===== config.mk =====
export PLATFORM = sky130hd
export DESIGN_NAME = bcs_top
export DESIGN_NICKNAME = d
export VERILOG_FILES = /design/src/hw/bcs_pkg.sv /design/src/hw/bcs_sync.sv /design/src/hw/bcs_timer.sv /design/src/hw/bcs_top.sv
export VERILOG_INCLUDE_DIRS = /design/src /design/src/hw
export SDC_FILE = /design/constraint.sdc
export NUM_CORES = 1
export LEC_CHECK = 0
export ABC_CLOCK_PERIOD_IN_PS = 3600
export BUFFER_PORTS_ARGS = -buffer_cell sky130_fd_sc_hd__buf_2
export CORE_ASPECT_RATIO = 1.75
export CORE_MARGIN = 4
export CORE_UTILIZATION = 55
export CTS_CLUSTER_DIAMETER = 80
export CTS_CLUSTER_SIZE = 25
export DETAILED_ROUTE_END_ITERATION = 8
export PLACE_DENSITY = 0.75
export SETUP_SLACK_MARGIN = 0.05
export SYNTH_ARGS = -nofsm -noshare
export SYNTH_HDL_FRONTEND = slang
export SYNTH_SLANG_ARGS = --single-unit

===== constraint.sdc =====
create_clock -name clk_sys -period 3.6 [get_ports clk_sys]
set_input_delay 0.54 -clock clk_sys [delete_from_list [all_inputs] [get_ports clk_sys]]
set_output_delay 0.54 -clock clk_sys [all_outputs]
set_load 0.02 [all_outputs]

===== src/hw/bcs_map.svh =====
// register offsets, field positions, reset values and timing counts of the brake sequencer
`ifndef BCS_MAP_SVH
`define BCS_MAP_SVH

// timing: control clock period and timer tick, both in ns
`define BCS_CLK_NS 5
`define BCS_TICK_NS 10000000
`define BCS_TICK_CYCLES (`BCS_TICK_NS / `BCS_CLK_NS)

// apb byte offsets
`define BCS_OFF_APPLY_FREQ 12'h000
`define BCS_OFF_APPLY_DELAY 12'h004
`define BCS_OFF_APPLY_COND 12'h008
`define BCS_OFF_REL_CURR 12'h00c
`define BCS_OFF_REL_FREQ 12'h010
`define BCS_OFF_REL_DELAY 12'h014
`define BCS_OFF_REL_TORQUE 12'h018
`define BCS_OFF_CHECK_TIME 12'h01c
`define BCS_OFF_MOTOR2 12'h020
`define BCS_OFF_STOP_FREQ 12'h024
`define BCS_OFF_HYST 12'h028
`define BCS_OFF_CTRL 12'h02c
`define BCS_OFF_STATUS 12'h030
`define BCS_OFF_IRQ_STATUS 12'h034
`define BCS_OFF_IRQ_MASK 12'h038

// field positions
`define BCS_COND_SPEED_BIT 0
`define BCS_COND_RUNOFF_BIT 4
`define BCS_CTRL_VEC_BIT 0
`define BCS_CTRL_FCLR_BIT 1
`define BCS_IRQ_REL_BIT 0
`define BCS_IRQ_APPLY_BIT 1
`define BCS_IRQ_FAULT_BIT 2
`define BCS_IRQ_STOP_BIT 3

// reset values
`define BCS_RST_THRESH 16'h0000
`define BCS_RST_COND 5'h00
`define BCS_RST_IRQ 4'h0

`endif


===== src/hw/bcs_pkg.sv =====
// types shared by the brake control sequencer modules
package bcs_pkg;

    // gray along applied -> released -> relocked
    typedef enum logic [1:0] {
        bcs_st_applied = 2'b00,
        bcs_st_released = 2'b01,
        bcs_st_relocked = 2'b11,
        bcs_st_tripped = 2'b10
    } bcs_state_type;

    typedef struct packed {
        logic s1;
        logic s2;
        logic s3;
        logic level;
    } bcs_sync_state_type;

    typedef struct packed {
        logic [15:0] count;
    } bcs_timer_state_type;

    typedef struct packed {
        bcs_state_type st;
        logic rel_out;
        logic fault;
        logic [15:0] apply_freq;
        logic [15:0] apply_delay;
        logic [4:0] cond;
        logic [15:0] rel_curr;
        logic [15:0] rel_freq;
        logic [15:0] rel_delay;
        logic [15:0] rel_torque;
        logic [15:0] check_time;
        logic m2_en;
        logic [15:0] stop_freq;
        logic [15:0] hyst;
        logic vec_sensor;
        logic [3:0] irq_status;
        logic [3:0] irq_mask;
        logic irq;
        logic armed;
        logic stop_seen;
        logic run_prev;
        logic [31:0] tick_cnt;
        logic tick;
        logic [31:0] prdata;
        logic slverr;
    } bcs_top_state_type;

endpackage


===== src/hw/bcs_sync.sv =====
// three-stage synchroniser with agreement filter for the brake feedback pin
`timescale 1ns/1ps
module bcs_sync (
    input wire logic clk_sys,
    input wire logic rst_n,
    input wire logic async_in,
    output logic sync_out
);
    bcs_pkg::bcs_sync_state_type q;
    bcs_pkg::bcs_sync_state_type n;

    // first stage feeds only the second; level moves when stages two and three agree
    always_comb begin
        n = q;
        n.s1 = async_in;
        n.s2 = q.s1;
        n.s3 = q.s2;
        if (q.s2 == q.s3) begin
            n.level = q.s3;
        end
    end

    always_ff @(posedge clk_sys or negedge rst_n) begin
        if (!rst_n) begin
            q <= '0;
        end else begin
            q <= n;
        end
    end

    assign sync_out = q.level;
endmodule


===== src/hw/bcs_timer.sv =====
// qualifying timer counting 10 ms ticks, restarting when its condition lapses
`timescale 1ns/1ps
module bcs_timer (
    input wire logic clk_sys,
    input wire logic rst_n,
    input wire logic tick,
    input wire logic run,
    input wire logic [15:0] limit,
    output logic done
);
    bcs_pkg::bcs_timer_state_type q;
    bcs_pkg::bcs_timer_state_type n;

    // saturates at the limit so a long hold never wraps
    always_comb begin
        n = q;
        if (!run) begin
            n.count = 16'h0000;
        end else if (tick && (q.count < limit)) begin
            n.count = q.count + 16'h0001;
        end
    end

    always_ff @(posedge clk_sys or negedge rst_n) begin
        if (!rst_n) begin
            q <= '0;
        end else begin
            q <= n;
        end
    end

    // a zero limit qualifies at once
    assign done = run && (q.count >= limit);
endmodule


===== src/hw/bcs_top.sv =====
// brake control sequencer: release/apply output, feedback check, apb registers
//
// Overview of operation
// - speed below apply threshold for apply time: apply brake
// - condition bit 0 picks detected or reference speed under sensor vector control
// - condition bit 4 set: apply only while run command is off
// - drive output switched off before timer expires: apply brake at once
// - alarm or coast-to-stop shutdown: apply brake immediately
// - motor 2 selected: brake served only when its select bit is set
// - stop recognised after rising above stop plus hysteresis, then below stop
// - after release then apply, no new release until run toggles off and on
// - brake never released while auto-tuning in stop mode
// - output and feedback disagree while running: fault, trip drive, apply brake
// - disagreement tolerated for programmable check time before the fault
// - release once current, frequency and, under sensor vector control, torque exceed thresholds for release time
//
// The register offsets and register access over APB are this design's own decisions.
`timescale 1ns/1ps
`include "bcs_map.svh"
module bcs_top #(
    parameter int unsigned TICK_CYCLES = `BCS_TICK_CYCLES
) (
    input wire logic clk_sys,
    input wire logic rst_n,
    input wire logic psel,
    input wire logic penable,
    input wire logic pwrite,
    input wire logic [11:0] paddr,
    input wire logic [31:0] pwdata,
    output logic [31:0] prdata,
    output logic pready,
    output logic pslverr,
    input wire logic run_cmd,
    input wire logic drive_output_on,
    input wire logic alarm_trip,
    input wire logic coast_stop,
    input wire logic autotune_active,
    input wire logic motor2_selected,
    input wire logic [15:0] output_freq,
    input wire logic [15:0] output_current,
    input wire logic [15:0] output_torque,
    input wire logic [15:0] detected_speed,
    input wire logic [15:0] reference_speed,
    input wire logic brake_feedback_in,
    output logic brake_release_out,
    output logic brake_fault_alarm,
    output logic irq
);
    bcs_pkg::bcs_top_state_type q;
    bcs_pkg::bcs_top_state_type n;

    logic fb_level;
    logic force_apply;
    logic motor_ok;
    logic run_ok;
    logic [15:0] apply_speed;
    logic apply_run;
    logic apply_done;
    logic rel_run;
    logic rel_done;
    logic mismatch_run;
    logic mismatch_done;
    logic run_rise;
    logic wr_en;
    logic [32:0] rd_word;
    logic [16:0] arm_level;

    // strict threshold compare shared by the apply and release qualifiers
    function automatic logic exceeds(input logic [15:0] value, input logic [15:0] level);
        return value > level;
    endfunction

    // read mux, msb flags a mapped offset
    function automatic logic [32:0] read_reg(
        input logic [11:0] addr,
        input bcs_pkg::bcs_top_state_type s,
        input logic fb
    );
        logic [32:0] r;
        r = {1'b1, 32'h0000_0000};
        unique case (addr)
            `BCS_OFF_APPLY_FREQ: r[15:0] = s.apply_freq;
            `BCS_OFF_APPLY_DELAY: r[15:0] = s.apply_delay;
            `BCS_OFF_APPLY_COND: r[4:0] = s.cond;
            `BCS_OFF_REL_CURR: r[15:0] = s.rel_curr;
            `BCS_OFF_REL_FREQ: r[15:0] = s.rel_freq;
            `BCS_OFF_REL_DELAY: r[15:0] = s.rel_delay;
            `BCS_OFF_REL_TORQUE: r[15:0] = s.rel_torque;
            `BCS_OFF_CHECK_TIME: r[15:0] = s.check_time;
            `BCS_OFF_MOTOR2: r[0] = s.m2_en;
            `BCS_OFF_STOP_FREQ: r[15:0] = s.stop_freq;
            `BCS_OFF_HYST: r[15:0] = s.hyst;
            `BCS_OFF_CTRL: r[`BCS_CTRL_VEC_BIT] = s.vec_sensor;
            `BCS_OFF_STATUS: r[7:0] = {s.st, s.armed, s.stop_seen, fb, s.fault, s.rel_out, s.irq};
            `BCS_OFF_IRQ_STATUS: r[3:0] = s.irq_status;
            `BCS_OFF_IRQ_MASK: r[3:0] = s.irq_mask;
            default: r = {1'b0, 32'h0000_0000};
        endcase
        return r;
    endfunction

    bcs_sync u_fb_sync (
        .clk_sys(clk_sys),
        .rst_n(rst_n),
        .async_in(brake_feedback_in),
        .sync_out(fb_level)
    );

    // qualifying conditions for the three timers
    assign motor_ok = !motor2_selected || q.m2_en;
    assign force_apply = alarm_trip || coast_stop || !drive_output_on || autotune_active
        || !motor_ok;
    assign run_ok = q.cond[`BCS_COND_RUNOFF_BIT] ? !run_cmd : 1'b1;
    // reference/detected choice only means something with a speed sensor
    assign apply_speed = !q.vec_sensor ? output_freq :
        (q.cond[`BCS_COND_SPEED_BIT] ? reference_speed : detected_speed);
    assign apply_run = (q.st == bcs_pkg::bcs_st_released) && run_ok
        && exceeds(q.apply_freq, apply_speed);
    assign rel_run = (q.st == bcs_pkg::bcs_st_applied) && run_cmd && !force_apply
        && exceeds(output_current, q.rel_curr) && exceeds(output_freq, q.rel_freq)
        && (!q.vec_sensor || exceeds(output_torque, q.rel_torque));
    // only checked while the drive runs; a tripped state needs no further checks
    assign mismatch_run = drive_output_on && (q.st != bcs_pkg::bcs_st_tripped)
        && (q.rel_out != fb_level);
    assign run_rise = run_cmd && !q.run_prev;
    assign wr_en = psel && penable && pwrite;
    assign rd_word = read_reg(paddr, q, fb_level);
    assign arm_level = {1'b0, q.stop_freq} + {1'b0, q.hyst};

    bcs_timer u_apply_timer (
        .clk_sys(clk_sys),
        .rst_n(rst_n),
        .tick(q.tick),
        .run(apply_run),
        .limit(q.apply_delay),
        .done(apply_done)
    );

    bcs_timer u_rel_timer (
        .clk_sys(clk_sys),
        .rst_n(rst_n),
        .tick(q.tick),
        .run(rel_run),
        .limit(q.rel_delay),
        .done(rel_done)
    );

    bcs_timer u_check_timer (
        .clk_sys(clk_sys),
        .rst_n(rst_n),
        .tick(q.tick),
        .run(mismatch_run),
        .limit(q.check_time),
        .done(mismatch_done)
    );

    // next-state logic: tick, stop detect, sequencer, registers, interrupts
    always_comb begin
        logic [3:0] ev;
        logic [3:0] w1c;
        ev = 4'h0;
        w1c = 4'h0;
        n = q;
        n.run_prev = run_cmd;
        // 10 ms tick divider
        n.tick = 1'b0;
        if (q.tick_cnt >= 32'(TICK_CYCLES - 1)) begin
            n.tick_cnt = 32'h0000_0000;
            n.tick = 1'b1;
        end else begin
            n.tick_cnt = q.tick_cnt + 32'h0000_0001;
        end
        // stop recognition arms above stop+hysteresis so small dips near zero do not count
        if (run_rise) begin
            n.stop_seen = 1'b0;
        end
        if ({1'b0, output_freq} > arm_level) begin
            n.armed = 1'b1;
        end else if (q.armed && (output_freq < q.stop_freq)) begin
            n.armed = 1'b0;
            n.stop_seen = 1'b1;
            ev[`BCS_IRQ_STOP_BIT] = 1'b1;
        end
        // sequencer; a mismatch trip overrides everything else
        if (mismatch_done) begin
            n.st = bcs_pkg::bcs_st_tripped;
            ev[`BCS_IRQ_FAULT_BIT] = 1'b1;
        end else begin
            unique case (q.st)
                bcs_pkg::bcs_st_applied: begin
                    if (rel_done && !force_apply) begin
                        n.st = bcs_pkg::bcs_st_released;
                        ev[`BCS_IRQ_REL_BIT] = 1'b1;
                    end
                end
                bcs_pkg::bcs_st_released: begin
                    if (force_apply || apply_done) begin
                        n.st = bcs_pkg::bcs_st_relocked;
                        ev[`BCS_IRQ_APPLY_BIT] = 1'b1;
                    end
                end
                bcs_pkg::bcs_st_relocked: begin
                    if (run_rise) begin
                        n.st = bcs_pkg::bcs_st_applied;
                    end
                end
                bcs_pkg::bcs_st_tripped: begin
                    // clearing the fault still demands a fresh run command
                    if (wr_en && (paddr == `BCS_OFF_CTRL) && pwdata[`BCS_CTRL_FCLR_BIT]) begin
                        n.st = bcs_pkg::bcs_st_relocked;
                    end
                end
            endcase
        end
        n.rel_out = (n.st == bcs_pkg::bcs_st_released);
        n.fault = (n.st == bcs_pkg::bcs_st_tripped);
        // apb setup phase captures read data so prdata comes from flops
        if (psel && !penable) begin
            n.prdata = rd_word[31:0];
            n.slverr = !rd_word[32];
        end
        // apb access phase write
        if (wr_en) begin
            unique case (paddr)
                `BCS_OFF_APPLY_FREQ: n.apply_freq = pwdata[15:0];
                `BCS_OFF_APPLY_DELAY: n.apply_delay = pwdata[15:0];
                `BCS_OFF_APPLY_COND: n.cond = pwdata[4:0];
                `BCS_OFF_REL_CURR: n.rel_curr = pwdata[15:0];
                `BCS_OFF_REL_FREQ: n.rel_freq = pwdata[15:0];
                `BCS_OFF_REL_DELAY: n.rel_delay = pwdata[15:0];
                `BCS_OFF_REL_TORQUE: n.rel_torque = pwdata[15:0];
                `BCS_OFF_CHECK_TIME: n.check_time = pwdata[15:0];
                `BCS_OFF_MOTOR2: n.m2_en = pwdata[0];
                `BCS_OFF_STOP_FREQ: n.stop_freq = pwdata[15:0];
                `BCS_OFF_HYST: n.hyst = pwdata[15:0];
                `BCS_OFF_CTRL: n.vec_sensor = pwdata[`BCS_CTRL_VEC_BIT];
                `BCS_OFF_IRQ_STATUS: w1c = pwdata[3:0];
                `BCS_OFF_IRQ_MASK: n.irq_mask = pwdata[3:0];
                default: ;
            endcase
        end
        // sticky status: a new event wins over a same-cycle clear
        n.irq_status = (q.irq_status & ~w1c) | ev;
        n.irq = |(n.irq_status & n.irq_mask);
    end

    always_ff @(posedge clk_sys or negedge rst_n) begin
        if (!rst_n) begin
            q <= '0;
            q.st <= bcs_pkg::bcs_st_applied;
            q.apply_freq <= `BCS_RST_THRESH;
            q.apply_delay <= `BCS_RST_THRESH;
            q.cond <= `BCS_RST_COND;
            q.check_time <= `BCS_RST_THRESH;
            q.irq_status <= `BCS_RST_IRQ;
            q.irq_mask <= `BCS_RST_IRQ;
        end else begin
            q <= n;
        end
    end

    // zero-wait slave: access phase always completes in its first cycle
    assign pready = 1'b1;
    assign pslverr = psel && penable && q.slverr;
    assign prdata = q.prdata;
    assign brake_release_out = q.rel_out;
    assign brake_fault_alarm = q.fault;
    assign irq = q.irq;
endmodule


Word-level counts from Yosys, hierarchy flattened
Index checks and enable logic that the tools add are counted.
- register bits: 285
- input port bits: 136
- output and inout bits: 37
- logic and storage cells: 175
- add/subtract/negate cells: 5
- order comparisons: 13
- equality and inequality tests: 25
- multiplexer cells: 39
- bitwise operators: 4
- reduce and logical (&&, ||, !) cells: 57
- operators by type and width (kind ; number):
    $mux W16 ; 8
    $eq A12 B6 Y1 const B ; 7
    $pmux W8 S9 ; 1
    $gt A16 B16 Y1 ; 4
    $lt A16 B16 Y1 ; 4
    $add A16 B1 Y16 const B ; 3
    $eq A12 B5 Y1 const B ; 4
    $ge A16 B16 Y1 ; 3
    $pmux W3 S13 ; 1
    $add A32 B1 Y32 const B ; 1
    $ge A32 B21 Y1 const B ; 1
    $mux W32 ; 1
    $pmux W3 S10 ; 1
    $eq A12 B4 Y1 const B ; 2
    $logic_and A1 B1 Y1 ; 24
    $reduce_and A2 Y1 ; 12
    $add A16 B16 Y17 ; 1
    $gt A16 B17 Y1 ; 1
    $mux W17 ; 1
    $mux W4 ; 4
    $pmux W1 S15 ; 1
    $reduce_or A15 Y1 ; 1
    $mux W2 ; 7
    $eq A12 B3 Y1 const B ; 1
    17 further kinds ; 49

Longest topological paths before layout
Gate-level depths: netlist of run 1.
- depth in word-level cells: 17
- mapped depth: 16
- gate-level depth less buffers: 16

Hierarchy
Synthesis of run 1 repeated with hierarchy kept, for this count alone.
- cells, all modules: 1684
- area, all modules: 16986.3 um2
- modules (own cells, without submodules) (module ; instances ; cells each ; area each (um2) ; sequential area each (um2)):
    bcs_top ; 1 ; 1226 ; 12963.7 ; 5430.2
    bcs_timer ; 3 ; 151 ; 1303.8 ; 400.4
    bcs_sync ; 1 ; 5 ; 111.4 ; 100.1

Worst setup path after synthesis of run 1
OpenSTA, ideal clock, no wires.
- path kind: register -> register
- from: register q[79] in the netlist's numbering
- to: register q (netlist bit irq)
- library setup time: 0.141 ns
- arrival time: 3.161 ns
- required time: 3.459 ns
- slack: 0.298 ns
- cell stages (with the launch flop): 16
- buffers on the path: 0
- clock period less this slack: 3.302 ns
- path through: dfrtp_1 ha_1 fa_1 a211oi_1 o21ai_0 nand3_1 and3_1 o31ai_1 a21oi_1 xnor2_1 ha_1 o21ai_0 a221oi_1 o311ai_0 o21ai_0 o2111ai_1
- RTL lines (item ; RTL line ; text):
    from (decl) ; bcs_top.sv:49 ; bcs_pkg::bcs_top_state_type q;
    from (signal assigned) ; bcs_top.sv:258 ; q <= n;

==> impl_metrics.tcl, run 1 <==
set metrics [dict create \
    p_leak_nw 8.91 \
    synthArstFlopShare 1.00 \
    setup_tns_ns 0 \
    fin_nets 2201 \
    ctsHoldBuffers 0 \
    ys_ff_latch 269 \
    rsz0062_at_grt "true" \
    antenna_found_initial 0 \
    clockBufferDepth 3 \
    n_antenna_cell 0 \
    die_height_um 237 \
    drc 0 \
    pre_cts_ws_ns -0.325 \
    crit_required_ns 3.97 \
    path_clk_slew_ns 0.10 \
    vias 13854 \
    port_buffers 139 \
    crit_type "reg2reg" \
    synth_ff_type "dfrtp_1" \
    routed_wl_um 49200 \
    viasPerCell 6.07 \
    drtPass1Iterations 5 \
    worstPathArrival_ns 3.83 \
    worst_pin_slew_ns 0.890 \
    ys_seq_area_frac 0.410 \
    drv_slew 0 \
    core_area_um2 29400 \
    place_hpwl_um 39200 \
    path_max_fanout 3 \
    cts_tree "yes" \
    drt_iter0_drc 1283 \
    yosys.cell_types.count 72 \
    fin_crit_ns 3.46 \
    min_period_over_period 0.960 \
    hold_violations 0 \
    design_power_total_mw 5.30 \
    postSynthAreaPerCell_um2 9.34 \
    endpoint_kind "flop" \
    grt_use_total 0.296 \
    worst_clock_skew_ns 0.0182 \
    yosys_warnings 0 \
    grt_max_degree 95 \
    synth-edff-count 0 \
    clk_latency_ns 0.51 \
    drive_above_1_share 0.163 \
    wl_per_cell_um 21.5 \
    setup_slack_ns 0.143 \
    cts_buffers 14 \
    drtAntennaViolNets 0 \
    timing.fmax_mhz 289 \
    max-cap-violations 0 \
    clock_sinks 269 \
    whs_ns 0.0198 \
    fp-row-count 83 \
    synth_area_leader_cell "dfrtp_1" \
    grt_overflow 0 \
    worstHoldPathType "in2async" \
    clock_tree.root_cell "clkbuf_16" \
    setup_violations 0 \
    io_pins 173 \
    globalplace.congestion 0.966 \
    final_cells 2284 \
    grt_pass1_wl_um 77000 \
    synth_top_area_frac 0.410 \
    maxSlewHeadroom 0.392 \
    synth.area.top_cells "dfrtp_1 (41%), ha_1 (12%), o21ai_0 (4.6%)" \
    syn_inst 1758 \
    status "finished clean" \
    start_util 0.559 \
    dp_cells 2263 \
    grt_pass1_vias 14240 \
    die-area_um2 32800 \
    synth_area_um2 16400 \
    power_per_cell_area_nw_per_um2 290 \
    worst_setup_path_start_kind "flop" \
    die_x_um 139 \
    h-tree-depth 1 \
    peakVddDrop_mv 0.344 \
    syn2layout_area_growth_pct 11.3 \
]
-- cells in the mapped netlist, drive strengths merged (3+ instances only) --
library cell	instances
nand2	181
o21a	10
nor2b	12
o2111ai	7
or4	4
mux2i	22
a211oi	6
mux2	44
a21o	35
and4	12
nor3	43
dfrtp	269
nor4	17
nand3	36
buf	47
xnor2	41
o211ai	8
a2111oi	4
a221o	3
xor2	22
a222oi	20
o22ai	3
a22o	7
a311oi	3
a21oi	90
clkbuf	57
a221oi	22
a22oi	24
inv	149
nand2b	8
a31oi	8
o21ai	160
and3	10
o21bai	3
nor2	121
ha	163
a41oi	4
or2	3
nand4	35
or3	18
-- state kept, by name (all words and copies together), names as in the netlist --
signal / count
brake_release_out: 1
u_rel_timer.q: 16
irq: 1
u_fb_sync.n: 2
u_apply_timer.q: 16
u_check_timer.q: 16
u_fb_sync.sync_out: 1
prdata: 16
u_fb_sync.q: 1
q: 198
brake_fault_alarm: 1
-- kinds of logic (layout without fill, tap and decap cells) --
| logic type | count (synthesis) | count (layout) | share of synthesized area |
|---|---|---|---|
| AO/OA/AOI/OAI | 431 | 431 | 0.167 |
| XOR/XNOR | 63 | 63 | 0.0336 |
| adder cells (fa/ha/maj) | 165 | 165 | 0.126 |
| buffers and inverters | 253 | 371 | 0.0676 |
| flip-flops | 269 | 269 | 0.410 |
| multiplexers | 66 | 66 | 0.0454 |
| other | 2 | 28 | 0.000457 |
| AND/OR/NAND/NOR | 509 | 509 | 0.150 |
-- metrics by stage --
step            util  area (µm²)
2_1_floorplan      -       16500
5_1_grt        0.622       18300
3_3_place_gp   0.603       17700
3_5_place_dp   0.603       17700
6_report       0.622       18300
4_1_cts        0.618       18200
-- final timing paths --
path                                        start                  to  slack [ns]  cells after the start
worst max register to register              q[79]                 irq        0.14                     16
min in group clk_sys            brake_feedback_in      u_fb_sync.n[2]        0.14                      1
max in group asynchronous                   rst_n              q[187]        2.74                      2
worst max-delay path                        q[79]                 irq        0.14                     16
worst min register to register     u_fb_sync.n[2]      u_fb_sync.n[1]        0.37                      0
worst min-delay path                        rst_n  u_check_timer.q[0]        0.02                      1
-- area by class of cell --
type	count	area, µm²
Timing Repair Buffer	205	1260
Tap cell	382	478
Sequential cell	269	6730
Inverter	149	559
Clock buffer	16	389
Clock inverter	1	30.0
Multi-Input combinational cell	1262	8840
Fill cell	2515	11100
-- what timing repair did --
item	4_1_cts	5_1_grt
resized for setup	10	21
buffers inserted	1	3
setup endpoints to repair	4	4
pin swaps	5	19
-- routing by layer --
layer  GRT usage  vias up  wire length [µm]
li1            -     6483                 -
met2       0.553      478             25900
met4       0.161        0              3170
met3      0.0289      126              2570
met5           0        -                 0
met1       0.327     6767             17500
-- layout by cell type (no fill, tap or decap), types with 15 or more instances in the layout --
| master | instances |
|---|---|
| a21oi_1 | 87 |
| nor4_1 | 16 |
| a21o_1 | 35 |
| xor2_1 | 22 |
| buf_2 | 138 |
| buf_4 | 61 |
| inv_1 | 149 |
| nor2_1 | 117 |
| mux2i_1 | 22 |
| or3_1 | 17 |
| dfrtp_1 | 269 |
| mux2_2 | 36 |
| nand2_1 | 180 |
| nor3_1 | 32 |
| clkbuf_16 | 15 |
| ha_1 | 160 |
| a22oi_1 | 24 |
| a222oi_1 | 20 |
| conb_1 | 28 |
| nand4_1 | 35 |
| nand3_1 | 35 |
| a221oi_1 | 20 |
| xnor2_1 | 40 |
| o21ai_0 | 147 |
-- where the power goes --
group          internal [mW]  leakage (nW)  switching (mW)
clock network          0.846         0.206           0.982
registers               3.05          3.12          0.0190
logic                  0.136          5.59           0.270
total                   4.03          8.91            1.27
-- worst max-delay path: stages, from the launching register on --
cell and delay (ns):
dfrtp_1 0.41, ha_2 0.21, fa_2 0.39, a211oi_4 0.27, o21ai_2 0.12, nand3_2 0.11, and3_4 0.20, o31ai_2 0.05
a21oi_1 0.16, xnor2_1 0.11, ha_1 0.32, o21ai_2 0.07, a221oi_2 0.35, o311ai_4 0.17, o21ai_1 0.14, buf_4 0.15
o2111ai_2 0.09
Note: power is estimated with default switching activity, not from simulation.
==> inputs of run 2 (changes only) <==
--- a/config.mk
+++ b/config.mk
@@ -18,4 +18,5 @@
 export SETUP_SLACK_MARGIN = 0.05
 export SYNTH_ARGS = -nofsm -noshare
 export SYNTH_HDL_FRONTEND = slang
+export SYNTH_HIERARCHICAL = 1
 export SYNTH_SLANG_ARGS = --single-unit
==> run 2 against run 1 <==
The flow now finishes with violations (setup timing). Routed wire length up 2.8%. Worst setup slack got worse by 0.35 ns. Clock power up 2%. Critical path depth stayed put. Fmax shrank 9.1%. Final cell count down 1.4%. Non-clock buffer count rose by 25. Clock skew grew 0.0031 ns. Sequential power hardly changed. First-iteration DRC count decreased by 18%. Utilization grew 0.64 points. Largest cell class unchanged. Largest power group unchanged. Highest routed layer unchanged.
==> impl_metrics.tcl, run 2 <==
set metrics [dict create \
    grt_pass1_wl_um 78100 \
    clock_power_share 0.346 \
    place_hpwl_um 39700 \
    grt_max_degree 110 \
    max-cap-violations 0 \
    peakVddDrop_mv 0.413 \
    synth_area_leader_cell "dfrtp_1" \
    die_height_um 240 \
    cts_buffers 15 \
    utilization 0.629 \
    setup_tns_ns -0.564 \
    slowest_stage "o41a_1" \
    synth-edff-count 0 \
    path_cells "ha_1 > a21o_1 > nand4_1 > o221ai_4 > o41a_1 > a211oi_2 > buf_4 > xor2_1 > ha_1 > o21ai_2 > nor2_1 > a2111oi_2 > a211o_1 > o211ai_1 > buf_4 > o211ai_1" \
    viasPerCell 6.23 \
    clock_sinks 269 \
    status "complete, but fails checks" \
    whs_ns 0.0631 \
    yosysMostFrequentCell "dfrtp_1" \
    postSynthAreaPerCell_um2 10.1 \
    min_period_over_period 1.06 \
    setup_violations 4 \
    synth_area_um2 17000 \
    drtAntennaViolNets 0 \
    fin_nets 2162 \
    cts_tree "yes" \
    wl_per_cell_um 22.4 \
    dpl_cell_area_um2 18400 \
    start_util 0.561 \
    synth_top_area_frac 0.396 \
    max_flop_register "q" \
    clk_latency_ns 0.52 \
    timing.fmax_mhz 263 \
    setup_slack_ns -0.203 \
    die_x_um 141 \
    netlist_top_cells_count "dfrtp_1 (269), ha_1 (163), mux2_2 (139), inv_1 (135), nand2_1 (114)" \
    ctsHoldBuffers 0 \
    final_common_cell "dfrtp_1" \
    ys_seq_area_frac 0.396 \
    n_antenna_cell 0 \
    drtPass1Iterations 7 \
    pre_cts_ws_ns -0.586 \
    violations "setup timing" \
    io_pins 173 \
    hold_violations 0 \
    h-tree-depth 1 \
    switching_share 0.257 \
    endpoint_kind "flop" \
    syn_inst 1684 \
    crit_required_ns 4.02 \
    fin_crit_ns 3.80 \
    path_clk_slew_ns 0.10 \
    ys_ff_latch 269 \
    clock_tree.root_cell "clkbuf_16" \
    path_max_fanout 4 \
    yosys.cell_types.count 72 \
    worst_pin_slew_ns 0.978 \
    largest_register_ffs 198 \
    syn2layout_area_growth_pct 12.0 \
    p_comb_frac 0.087 \
    final_area_um2 19000 \
    synth_ff_type "dfrtp_1" \
    final_cell_mix "dfrtp_1 (269), ha_1 (162), mux2_2 (139)" \
    power_per_cell_area_nw_per_um2 285 \
    port_buffers 139 \
    core_area_um2 30300 \
    antenna_found_initial 0 \
    rrSetupSlack_ns -0.20 \
    die-area_um2 33900 \
    yosys_warnings 6 \
    globalplace.congestion 0.981 \
    internal_power_mw 4.03 \
    drv_slew 0 \
    worstHoldPathType "in2async" \
    synthArstFlopShare 1.00 \
    clockBufferDepth 3 \
    pwr-share-seq 0.567 \
    routed_wl_um 50600 \
    synth.area.top_cells "dfrtp_1 (40%), ha_1 (12%), mux2_2 (9.2%)" \
    fp-row-count 84 \
    switchingPower_mw 1.39 \
    maxSlewHeadroom 0.348 \
    rsz0062_at_grt "true" \
    worstPathArrival_ns 4.23 \
    grt_pass1_vias 14133 \
    drive_above_1_share 0.238 \
    worst_clock_skew_ns 0.0213 \
    grt_overflow 0 \
    crit_type "reg2reg" \
    vias 14027 \
    drc 0 \
    p_leak_nw 8.83 \
    grt_use_total 0.297 \
    slowest_delay_ns 0.47 \
    drt_iter0_drc 1048 \
    worst_setup_path_start_kind "flop" \
]
[run 2: logic make-up after synthesis]
group           Yosys count  synth area share
compound gates          357             0.140
xor+xnor                 39            0.0201
fa+ha+maj               165             0.122
buf+inv                 230            0.0625
flops                   269             0.396
mux                     175             0.113
other cells               2          0.000442
simple gates            447             0.146
[run 2: path summary, 6_finish.rpt]
check,to,startpoint,cells after the start
max in group asynchronous,q[112],rst_n,2
worst min-delay path,q[105],rst_n,1
worst min register to register,u_fb_sync/n[1],u_fb_sync/n[2],0
worst max-delay path,irq,q[83],16
min in group clk_sys,u_fb_sync/n[2],brake_feedback_in,1
worst max register to register,irq,q[83],16
[run 2: metal layers]
layer  up-vias  global-route usage  share of wire
li1       6443                   -              -
met1      6878               0.339           0.36
met2       561               0.533           0.51
met3       145              0.0227          0.049
met4         0               0.185          0.075
met5         -                   0              0
[run 2: critical path, delay by kind of cell, from the launching register on]
family | cells | cell delay (ns)
XOR/XNOR | 1 | 0.15
buffers and inverters | 2 | 0.34
AO/OA/AOI/OAI | 9 | 2.00
AND/OR/NAND/NOR | 2 | 0.24
flip-flops | 1 | 0.40
adder cells (fa/ha/maj) | 2 | 0.59
[run 2: power by group through the flow]
stage / clock, mW / sequential, mW / combinational (mW)
after floorplan: 0 / 3.12 / 0.211
after global placement: 0 / 3.13 / 0.453
after detailed placement: 0 / 3.13 / 0.462
after CTS: 1.90 / 3.07 / 0.470
after global routing: 2.00 / 3.07 / 0.524
final: 1.87 / 3.07 / 0.473
[run 2: cell type report]
class,instances,area [µm²]
fillers,2513,11200
flip-flops and latches,269,6730
inverters,135,507
clock inverters,4,36.3
multi-input cells,1211,9420
well taps,387,484
clock buffers,17,403
repair buffers,230,1450
[run 2: stage by stage]
stage / power (mW) / cells
2_1_floorplan: 3.33 / 1710
3_3_place_gp: 3.58 / 2226
3_5_place_dp: 3.59 / 2226
4_1_cts: 5.43 / 2251
5_1_grt: 5.60 / 2253
6_report: 5.42 / 2253
[run 2: timing repair]
item | CTS | global route
endpoints found under the hold margin | 0 | 0
pin swaps | 11 | 17
gates resized for setup | 16 | 11
setup endpoints to repair | 4 | 9
buffers inserted | 4 | 2
